$ cat config.mk
export PLATFORM = sky130hd
export DESIGN_NAME = rom_pin_share
export DESIGN_NICKNAME = d
export VERILOG_FILES = /design/src/rtl/rom_pin_share_pkg.sv /design/src/rtl/rom_pin_share.sv
export SDC_FILE = /design/constraint.sdc
export NUM_CORES = 1
export LEC_CHECK = 0
export ABC_AREA = 1
export ABC_CLOCK_PERIOD_IN_PS = 2400
export BUFFER_PORTS_ARGS = -buffer_cell sky130_fd_sc_hd__buf_4
export CAP_MARGIN = 25
export CORE_ASPECT_RATIO = 0.7
export CORE_MARGIN = 5
export CORE_UTILIZATION = 40
export DETAILED_ROUTE_END_ITERATION = 8
export HOLD_SLACK_MARGIN = 0.06
export PLACE_DENSITY = 0.7
export SYNTH_ARGS = -nofsm -noshare
export SYNTH_HDL_FRONTEND = slang
export SYNTH_SLANG_ARGS = --single-unit
$ cat constraint.sdc
create_clock -name clk -period 2.4 [get_ports clk]
set_clock_uncertainty 0.05 [all_clocks]
set_input_delay 0 -clock clk [delete_from_list [all_inputs] [get_ports clk]]
set_output_delay 0 -clock clk [all_outputs]
set_load 0.02 [all_outputs]
$ cat src/rtl/rom_pin_share_pkg.sv
// Constants for the expansion ROM / indicator / serial PROM pin sharing block.
// Assumes a single 125 MHz core clock driving every consumer of this package.
package rom_pin_share_pkg;
    localparam int ROM_ADDR_WIDTH = 16;
    localparam int ROM_DATA_WIDTH = 8;
    localparam int LOW_PIN_COUNT  = 8;
    // Pin positions within the address bus
    localparam int POS_LINK10     = 15;
    localparam int POS_LINK100    = 14;
    localparam int POS_IO1        = 7;
    localparam int POS_IO0        = 6;
    localparam int POS_PROM_DOUT  = 5;
    localparam int POS_PROM_CLK   = 4;
    localparam int POS_PROM_DIN   = 3;
    localparam int POS_POWER      = 2;
    localparam int POS_LINKGIG    = 1;
    localparam int POS_DUPLEX     = 0;
    // Timing
    localparam int CLK_FREQ_KHZ   = 125000;
    localparam int PROM_CLK_KHZ   = 150;
    // Half period of the serial PROM clock, rounded down so the rate never falls below 150 kHz
    localparam int PROM_HALF_CYC  = CLK_FREQ_KHZ / (2 * PROM_CLK_KHZ);
    localparam int ROM_STROBE_CYC = 4;
    // Strap counter value at which both synchroniser stages hold the straps
    localparam int STRAP_SETTLE   = 2;
endpackage

$ cat src/rtl/rom_pin_share.sv
// Pin sharing between the expansion ROM address/data port and the
// indicator, general I/O and serial PROM functions, plus reset and straps.
// Assumes pin inputs are asynchronous and pass two flops before use.
`timescale 1ns/100ps

// What this block does
// - Pin 15: address bit or 10M link indicator
// - Pin 14: address bit or 100M link indicator
// - Middle address pins carry only access address, driven low when idle
// - Pin 7: address bit or general I/O 1
// - Pin 6: address bit or general I/O 0
// - Pin 5: address bit or PROM data input
// - Pin 4: address bit or 150 kHz PROM clock
// - Pin 3: address bit or PROM serial data
// - Pin 2: address bit or power indicator
// - Pin 1: address bit or gigabit indicator
// - Pin 0: address bit or duplex indicator
// - Eight-bit data bus, driven only on writes
// - Reset output follows own reset
// - Test strap high in reset selects test
// - Mode strap high GMII, low ten-bit
// - Everything clocked from the 125 MHz clock
// - PROM select asserted during PROM access
module rom_pin_share #(
    parameter int STROBE_CYCLES = rom_pin_share_pkg::ROM_STROBE_CYC,
    parameter int PROM_HALF     = rom_pin_share_pkg::PROM_HALF_CYC
) (
    // Clock and reset
    input  wire logic        clk,
    input  wire logic        rst_n,
    // ROM access requests from the register window
    input  wire logic        romReq,
    input  wire logic        romWrite,
    input  wire logic [15:0] romAddr,
    input  wire logic [7:0]  romWrData,
    output logic             romBusy,
    output logic             romDone,
    output logic [7:0]       romRdData,
    // Indicator sources, active low
    input  wire logic        link10Src_n,
    input  wire logic        link100Src_n,
    input  wire logic        linkGigSrc_n,
    input  wire logic        powerSrc_n,
    input  wire logic        duplexSrc_n,
    // General I/O control
    input  wire logic [1:0]  gpioOut,
    input  wire logic [1:0]  gpioOe,
    output logic [1:0]       gpioIn,
    // Serial PROM control
    input  wire logic        promEnable,
    input  wire logic        promDataOut,
    output logic             promDataIn,
    output logic             promClockRise,
    // Shared address pins
    output logic [15:0]      addrPinOut,
    output logic [15:0]      addrPinOe,
    input  wire logic [15:0] addrPinIn,
    // ROM data pins and strobes
    output logic [7:0]       dataPinOut,
    output logic             dataPinOe,
    input  wire logic [7:0]  dataPinIn,
    output logic             romWriteStrobe_n,
    output logic             romReadStrobe_n,
    output logic             promSelect,
    // Reset and straps
    output logic             boardResetOut,
    input  wire logic        testStrap,
    input  wire logic        modeStrap,
    output logic             testMode,
    output logic             gmiiMode
);
    typedef enum logic [1:0] {IDLE, STROBE, FINISH} rom_state_type;

    rom_state_type state_reg, state_next;
    logic [15:0] addr_reg;
    logic [7:0]  wdata_reg, rdata_reg;
    logic        write_reg;
    logic [7:0]  cnt_reg;
    logic [15:0] pinSync1_reg, pinSync2_reg;
    logic [7:0]  dataSync1_reg, dataSync2_reg;
    logic [1:0]  strapSync1_reg, strapSync2_reg;
    logic [1:0]  strapCnt_reg;
    logic        testMode_reg, gmii_reg;
    logic [15:0] promCnt_reg;
    logic        promClk_reg;
    logic        romActive;
    logic        strobeEnd;
    logic [15:0] funcOut, funcOe;

    // An access owns the pins from the take edge until FINISH has passed
    assign romActive = (state_reg != IDLE);
    assign strobeEnd = (state_reg == STROBE) && (cnt_reg == 8'(STROBE_CYCLES - 1));

    // ROM access sequencer: one request, a fixed strobe, then release
    always_comb begin
        state_next = state_reg;
        case (state_reg)
            IDLE:    if (romReq) state_next = STROBE;
            STROBE:  if (strobeEnd) state_next = FINISH;
            FINISH:  state_next = IDLE;
            default: state_next = IDLE;
        endcase
    end

    // Request fields are latched at the take edge, so the host may change
    // them while the access runs; requests during an access are ignored
    always_ff @(posedge clk or negedge rst_n) begin
        if (!rst_n) begin
            state_reg <= IDLE;
            addr_reg  <= 16'h0000;
            wdata_reg <= 8'h00;
            write_reg <= 1'b0;
            cnt_reg   <= 8'h00;
            rdata_reg <= 8'h00;
        end else begin
            state_reg <= state_next;
            cnt_reg   <= (state_reg == STROBE) ? cnt_reg + 8'h01 : 8'h00;
            if (state_reg == IDLE && romReq) begin
                addr_reg  <= romAddr;
                wdata_reg <= romWrData;
                write_reg <= romWrite;
            end
            // Sample read data late in the strobe, after ROM access time
            if (strobeEnd && !write_reg)
                rdata_reg <= dataSync2_reg;
        end
    end

    // Handshake outputs decode the state directly
    assign romBusy   = romActive;
    assign romDone   = (state_reg == FINISH);
    assign romRdData = rdata_reg;

    // Strobes are exclusive by construction: one decodes write, the other read
    assign romWriteStrobe_n = !((state_reg == STROBE) && write_reg);
    assign romReadStrobe_n  = !((state_reg == STROBE) && !write_reg);
    assign dataPinOut = wdata_reg;
    assign dataPinOe  = romActive && write_reg;

    // Input synchronisers for shared pins, data bus and straps
    always_ff @(posedge clk or negedge rst_n) begin
        if (!rst_n) begin
            pinSync1_reg   <= 16'h0000;
            pinSync2_reg   <= 16'h0000;
            dataSync1_reg  <= 8'h00;
            dataSync2_reg  <= 8'h00;
            strapSync1_reg <= 2'h0;
            strapSync2_reg <= 2'h0;
        end else begin
            pinSync1_reg   <= addrPinIn;
            pinSync2_reg   <= pinSync1_reg;
            dataSync1_reg  <= dataPinIn;
            dataSync2_reg  <= dataSync1_reg;
            strapSync1_reg <= {testStrap, modeStrap};
            strapSync2_reg <= strapSync1_reg;
        end
    end

    // Straps are taken once, on the edge after the second synchroniser flop
    // holds them; a strap that moves later is ignored until the next reset,
    // so the board must keep them steady around reset
    always_ff @(posedge clk or negedge rst_n) begin
        if (!rst_n) begin
            strapCnt_reg <= 2'h0;
            testMode_reg <= 1'b0;
            gmii_reg     <= 1'b0;
        end else begin
            if (strapCnt_reg != 2'h3)
                strapCnt_reg <= strapCnt_reg + 2'h1;
            if (strapCnt_reg == 2'(rom_pin_share_pkg::STRAP_SETTLE)) begin
                testMode_reg <= strapSync2_reg[1];
                gmii_reg     <= strapSync2_reg[0];
            end
        end
    end
    assign testMode = testMode_reg;
    assign gmiiMode = gmii_reg;

    // Board reset simply mirrors our own reset, so it holds through it
    assign boardResetOut = !rst_n;

    // Serial PROM clock divider, held still while the PROM is idle
    // Clearing it on every ROM access keeps the PROM from clocking on address bit 4
    always_ff @(posedge clk or negedge rst_n) begin
        if (!rst_n) begin
            promCnt_reg <= 16'h0000;
            promClk_reg <= 1'b0;
        end else if (!promEnable || romActive) begin
            promCnt_reg <= 16'h0000;
            promClk_reg <= 1'b0;
        end else if (promCnt_reg == 16'(PROM_HALF - 1)) begin
            promCnt_reg <= 16'h0000;
            promClk_reg <= !promClk_reg;
        end else begin
            promCnt_reg <= promCnt_reg + 16'h0001;
        end
    end
    assign promClockRise = promEnable && !romActive && !promClk_reg
                           && (promCnt_reg == 16'(PROM_HALF - 1));
    assign promSelect = promEnable && !romActive;

    // Own functions of the shared pins when no ROM access is running
    always_comb begin
        funcOut = 16'h0000;
        funcOe  = 16'h0000;
        funcOut[rom_pin_share_pkg::POS_LINK10]    = link10Src_n;
        funcOut[rom_pin_share_pkg::POS_LINK100]   = link100Src_n;
        funcOut[rom_pin_share_pkg::POS_IO1]       = gpioOut[1];
        funcOut[rom_pin_share_pkg::POS_IO0]       = gpioOut[0];
        funcOut[rom_pin_share_pkg::POS_PROM_CLK]  = promClk_reg;
        funcOut[rom_pin_share_pkg::POS_PROM_DIN]  = promSelect && promDataOut;
        funcOut[rom_pin_share_pkg::POS_POWER]     = powerSrc_n;
        funcOut[rom_pin_share_pkg::POS_LINKGIG]   = linkGigSrc_n;
        funcOut[rom_pin_share_pkg::POS_DUPLEX]    = duplexSrc_n;
        funcOe = 16'hFFFF;
        funcOe[rom_pin_share_pkg::POS_IO1]        = gpioOe[1];
        funcOe[rom_pin_share_pkg::POS_IO0]        = gpioOe[0];
        funcOe[rom_pin_share_pkg::POS_PROM_DOUT]  = 1'b0;
    end

    // Address owns every pin during an access; middle bits are address only
    // Pin 5 and idle general I/O bits are the only pins ever released
    assign addrPinOut = romActive ? addr_reg : funcOut;
    assign addrPinOe  = romActive ? 16'hFFFF : funcOe;

    assign gpioIn     = {pinSync2_reg[rom_pin_share_pkg::POS_IO1],
                         pinSync2_reg[rom_pin_share_pkg::POS_IO0]};
    assign promDataIn = pinSync2_reg[rom_pin_share_pkg::POS_PROM_DOUT];

    // Checks
    a_strobe_exclusive: assert property (@(posedge clk) disable iff (!rst_n)
        !(!romWriteStrobe_n && !romReadStrobe_n)) else $error("both ROM strobes low");
    a_addr_during_access: assert property (@(posedge clk) disable iff (!rst_n)
        romActive |-> addrPinOut == addr_reg && addrPinOe == 16'hFFFF)
        else $error("address not on pins during access");
    a_link10_idle: assert property (@(posedge clk) disable iff (!rst_n)
        !romActive |-> addrPinOut[15] == link10Src_n) else $error("10M indicator wrong");
    a_link100_idle: assert property (@(posedge clk) disable iff (!rst_n)
        !romActive |-> addrPinOut[14] == link100Src_n) else $error("100M indicator wrong");
    a_gpio_idle: assert property (@(posedge clk) disable iff (!rst_n)
        !romActive |-> addrPinOe[7:6] == gpioOe && addrPinOut[7:6] == gpioOut)
        else $error("general I/O not on pins");
    a_prom_dout_input: assert property (@(posedge clk) disable iff (!rst_n)
        !romActive |-> !addrPinOe[5]) else $error("PROM data pin driven");
    a_led_idle: assert property (@(posedge clk) disable iff (!rst_n)
        !romActive |-> addrPinOut[2:0] == {powerSrc_n, linkGigSrc_n, duplexSrc_n})
        else $error("indicator pins wrong");
    a_data_drive: assert property (@(posedge clk) disable iff (!rst_n)
        dataPinOe |-> write_reg && romActive) else $error("data bus driven on read");
    a_release_after: assert property (@(posedge clk) disable iff (!rst_n)
        romDone |=> !romBusy) else $error("access did not release pins");
    a_strobe_length: assert property (@(posedge clk) disable iff (!rst_n)
        $rose(state_reg == STROBE) |-> (state_reg == STROBE) [*4] ##1 romDone)
        else $error("strobe length wrong");
    a_prom_select: assert property (@(posedge clk) disable iff (!rst_n)
        promSelect |-> promEnable && !romActive) else $error("PROM select wrong");
    a_reset_out: assert property (@(posedge clk)
        rst_n |-> !boardResetOut) else $error("reset output stuck");

    // Idle functions of the remaining shared pins, and pin 5 during an access
    a_gig_idle: assert property (@(posedge clk) disable iff (!rst_n)
        !romActive |-> addrPinOut[1] == linkGigSrc_n)
        else $error("gigabit indicator wrong");
    a_duplex_idle: assert property (@(posedge clk) disable iff (!rst_n)
        !romActive |-> addrPinOut[0] == duplexSrc_n)
        else $error("duplex indicator wrong");
    a_prom_din_pin: assert property (@(posedge clk) disable iff (!rst_n)
        !romActive |-> addrPinOut[3] == (promEnable && promDataOut))
        else $error("PROM serial data pin wrong");
    a_prom_clk_pin: assert property (@(posedge clk) disable iff (!rst_n)
        !romActive |-> addrPinOut[4] == promClk_reg && addrPinOe[4])
        else $error("PROM clock not on its pin");
    a_pin5_during: assert property (@(posedge clk) disable iff (!rst_n)
        romActive |-> addrPinOe[5])
        else $error("PROM data pin not turned to address");

    // Serial PROM clock: bounded half period, still during ROM accesses;
    // a rise pulse must be followed by the clock going high
    a_prom_clk_still: assert property (@(posedge clk) disable iff (!rst_n)
        romActive |=> !promClk_reg)
        else $error("PROM clock moved during ROM access");
    a_prom_rise_next: assert property (@(posedge clk) disable iff (!rst_n)
        promClockRise |=> promClk_reg)
        else $error("PROM clock did not rise after pulse");
    a_prom_rise_select: assert property (@(posedge clk) disable iff (!rst_n)
        promClockRise |-> promSelect)
        else $error("PROM clock rise without select");
    a_prom_half_bound: assert property (@(posedge clk) disable iff (!rst_n)
        promCnt_reg < 16'(PROM_HALF))
        else $error("PROM divider overran its half period");
    a_prom_select_off: assert property (@(posedge clk) disable iff (!rst_n)
        romActive |-> !promSelect)
        else $error("PROM selected during ROM access");

    // ROM strobes and the data bus direction
    a_read_strobe_read: assert property (@(posedge clk) disable iff (!rst_n)
        !romReadStrobe_n |-> romActive && !write_reg && !dataPinOe)
        else $error("read strobe outside a read");
    a_write_strobe_write: assert property (@(posedge clk) disable iff (!rst_n)
        !romWriteStrobe_n |-> romActive && write_reg && dataPinOe)
        else $error("write strobe outside a write");
    a_strobes_finish: assert property (@(posedge clk) disable iff (!rst_n)
        romDone |-> romReadStrobe_n && romWriteStrobe_n)
        else $error("strobe still low while finishing");
    a_end_to_finish: assert property (@(posedge clk) disable iff (!rst_n)
        strobeEnd |=> romDone)
        else $error("strobe end not followed by finish");
    a_idle_release: assert property (@(posedge clk) disable iff (!rst_n)
        !romActive |-> !dataPinOe && romReadStrobe_n && romWriteStrobe_n)
        else $error("ROM bus not released when idle");
    a_busy_done: assert property (@(posedge clk) disable iff (!rst_n)
        romDone |-> romBusy)
        else $error("finish without busy");
    a_done_single: assert property (@(posedge clk) disable iff (!rst_n)
        romDone |=> !romDone)
        else $error("finish longer than one cycle");

    // Request capture and the latched address
    a_take_request: assert property (@(posedge clk) disable iff (!rst_n)
        !romActive && romReq |=> romActive && addr_reg == $past(romAddr))
        else $error("request not taken");
    a_addr_held: assert property (@(posedge clk) disable iff (!rst_n)
        romActive |=> $stable(addr_reg))
        else $error("address changed during access");
    a_rdata_kept: assert property (@(posedge clk) disable iff (!rst_n)
        !strobeEnd |=> $stable(rdata_reg))
        else $error("read data changed outside a read");

    // Straps: taken once from the second synchroniser flop, then frozen
    a_strap_capture: assert property (@(posedge clk) disable iff (!rst_n)
        strapCnt_reg == 2'(rom_pin_share_pkg::STRAP_SETTLE)
        |=> {testMode_reg, gmii_reg} == $past(strapSync2_reg))
        else $error("straps not captured");
    a_straps_frozen: assert property (@(posedge clk) disable iff (!rst_n)
        strapCnt_reg == 2'h3 |=> $stable(testMode_reg) && $stable(gmii_reg))
        else $error("strap modes changed after capture");
endmodule // rom_pin_share

==> flow_summary.rst <==
.. list-table::
   :header-rows: 1

   * - Metric
     - Value
   * - Post-detailed-route count of antenna-violating nets
     - 0
   * - Top cell type by total area after synthesis
     - dfrtp_1
   * - Horizontal die dimension
     - 128 um
   * - Share of post-route cells with drive strength above 1
     - 24.6%
   * - H-tree depth
     - 3
   * - Post-route DRC violation count
     - 0
   * - Clock-pin slew on the worst setup and hold paths
     - 0.06 ns
   * - Slew at the pin closest to its max-slew limit
     - 0.530 ns
   * - Global-route wire length before repair
     - 16.0 mm
   * - Number of sinks driven by the clock tree
     - 90
   * - Final Routed Wirelength
     - 9.73 mm
   * - Number of diodes
     - 0
   * - Quantity of I/O buffers inserted on ports
     - 99
   * - Number of buffers inserted by post-CTS setup repair
     - 0
   * - Final setup violation count
     - 0
   * - Number of global-route vias before repair
     - 3369
   * - Commonest non-fill, non-tap cell in the layout
     - nand2_1
   * - Num rows
     - 30
   * - Final period demand of the worst path
     - 2.05 ns
   * - Min-Delay Path Class
     - primary input to asynchronous set/reset pin
   * - Number of buffers created by CTS
     - 9
   * - Number of pins with negative max-slew slack in the final report
     - 0
   * - Slew HR
     - 64.7%
   * - Total I/O pin count
     - 126
   * - Ratio of routed vias to standard cells
     - 4.60
   * - Critical Path Start Type
     - flip-flop
   * - Half-perimeter wire length of the detailed placement result
     - 6.29 mm
   * - Post-synthesis instance total
     - 428
   * - DRT iter0 DRCs
     - 213
   * - Register area share after synthesis
     - 58.0%
   * - Aggregate global-route resource usage
     - 17.3%
   * - Buffer type at the clock tree root
     - clkbuf_16
   * - Count of yosys warnings during synthesis
     - 0
   * - Accumulated negative setup slack
     - 0 ns
   * - Count of state elements after synthesis
     - 90
   * - P per Cell Area
     - 1000 mW/mm^2
   * - Crit. End Element
     - primary output
   * - Filler cell count
     - 810
   * - Initial Utilization
     - 40.5%
   * - Remaining global-route overflow
     - 0
   * - Endpoints failing hold
     - 0
   * - Commonest cells after routing, fill and taps aside
     - 108 x nand2_1, 103 x buf_4, 90 x dfrtp_1, 66 x nor2_1, 56 x dlygate4sd3_1
   * - Achievable frequency
     - 489 MHz
   * - Crit Path Max Fanout
     - 11
   * - Initial antenna violation count
     - 0
   * - Core outline area
     - 0.00957 mm^2
   * - Type of the worst setup path
     - flip-flop to primary output
   * - Critical path arrival
     - 2.00 ns
   * - Storage cell area
     - 0.00225 mm^2
   * - CTS tree
     - built
   * - Netlist cell types
     - 31
   * - Layout overhead on the synthesized area
     - 42.7%
   * - Cells taking the most area after synthesis
     - dfrtp_1 58%, nand2_1 10%, nor2_1 6.4%, nand3_1 3.9%, inv_1 3.5%
   * - Area taken by multi-input logic gates
     - 0.00135 mm^2
   * - Unrepaired setup endpoints after global routing
     - false
   * - Average wire per cell in the routed design
     - 13.6 um
   * - Overall die height
     - 92.4 um
   * - Worst hold-check slack
     - 0.0738 ns
   * - Max Root-Sink Buffers
     - 2
   * - Data required time at the worst endpoint
     - 2.35 ns
   * - Routability congestion estimate from global placement
     - 0.855
   * - Status
     - completed
   * - Pin count of the biggest net entering global routing
     - 42
   * - LEAKAGE
     - 2.73 nW
   * - Syn avg cell area
     - 9.07 um^2
   * - Max rail drop VDD
     - 0.772 mV
   * - Total die area
     - 0.0118 mm^2
   * - Area fraction of the dominant cell type after synthesis
     - 58.0%
   * - Clock latency of the later-clocked register in the worst-skew pair
     - 0.33 ns
   * - Syn Std Cell Area
     - 0.00388 mm^2
   * - Net total in the final layout
     - 654
   * - Post-route fraction of the period consumed by the critical path
     - 85.3%
   * - Iteration count of the initial detailed-routing pass
     - 5
   * - Total power consumption of the routed design
     - 5.55 mW
   * - Total of max-cap violations
     - 0
   * - Total number of vias
     - 3301
   * - Final design utilization
     - 57.9%
[Yosys cell counts]
master and number:
xnor2_1 1, a31oi_1 1, o21ai_1 2, clkbuf_1 1, o21ai_2 8, nor2_1 66, buf_4 15, a21oi_1 13
nand2_1 108, inv_2 2, nor2_4 3, nand4_1 4, or2_2 2, nand2_2 6, mux2_2 2, nor3_1 5
ha_1 4, buf_2 8, nand2_4 1, a22o_1 1, nand3_1 30, dfrtp_1 90, buf_6 1, nor2_2 2
nand3_4 1, conb_1 1, inv_1 36, xor2_1 5, inv_4 2, o21bai_1 1, o21ai_0 6
[final timing paths]
| kind | cells after the start | slack [ns] | from | to |
|---|---|---|---|---|
| worst max-delay path | 8 | 0.35 | state_reg[1] | promClockRise |
| worst min-delay path | 2 | 0.07 | rst_n | strapSync1_reg[0] |
| worst max register to register | 7 | 0.54 | state_reg[1] | dataPinOut[1] |
| worst min register to register | 0 | 0.30 | dataSync1_reg[7] | dataSync2_reg[7] |
| max in group asynchronous | 3 | 1.38 | rst_n | strapCnt_reg[0] |
| min in group clk | 3 | 0.20 | promEnable | promCnt_reg[12] |
[final cells by class]
class                      instances  share of cell area [%]
tap                              128                    2.89
clock buffer                      12                    4.45
clock inverter                     3                   0.723
inverter                          40                    2.80
timing repair buffer             159                    24.1
sequential                        90                    40.7
multi-input combinational        285                    24.4
[per-layer routing]
layer	vias to the layer above	global-route usage [%]	share of wire [%]
li1	1617	-	-
met1	1546	21.2	42
met2	130	29.4	50
met3	8	5.76	7.5
met4	0	4.59	0.98
met5	-	0	0
[report_power, final]
part	internal [mW]	switching (mW)	leakage, nW	total [mW]
Combinational	0.876	1.32	1.47	2.20
Sequential	1.83	0.167	1.12	2.00
Clock	0.826	0.533	0.142	1.36
[cell families (layout without fill, tap and decap cells)]
family	Yosys count	after routing	share of synthesized area, %
AO/OA/AOI/OAI	32	32	5.10
other	1	13	0.0967
buffers and inverters	65	214	8.32
multiplexers	2	2	0.580
flip-flops	90	90	58.0
AND/OR/NAND/NOR	228	228	25.2
adder cells (fa/ha/maj)	4	4	1.29
XOR/XNOR	6	6	1.35
[critical path, stage by stage (launching register included)]
cell     delay [ns]
dfrtp_1        0.42
inv_2          0.08
nand2_2        0.07
inv_4          0.13
nand2_1        0.31
inv_2          0.26
nand2_1        0.10
nor2_1         0.13
buf_4          0.16
[timing repair]
| item | CTS | global route |
|---|---|---|
| setup endpoints to repair | 0 | 0 |
| endpoints found under the hold margin | 128 | 0 |
| hold buffers | 56 | 0 |
| gates resized for setup | 0 | 0 |
[through the flow]
| stage | std cells | setup WS [ns] | area [um^2] |
|---|---|---|---|
| 6_report | 717 | 0.354 | 5540 |
| 5_1_grt | 717 | 0.211 | 5540 |
| 4_1_cts | 717 | 0.344 | 5540 |
| 3_5_place_dp | 646 | 0.721 | 4690 |
| 3_3_place_gp | 646 | 0.767 | 4690 |
| 2_1_floorplan | 440 | 1.09 | 3930 |
(Power assumes the default switching activity.)
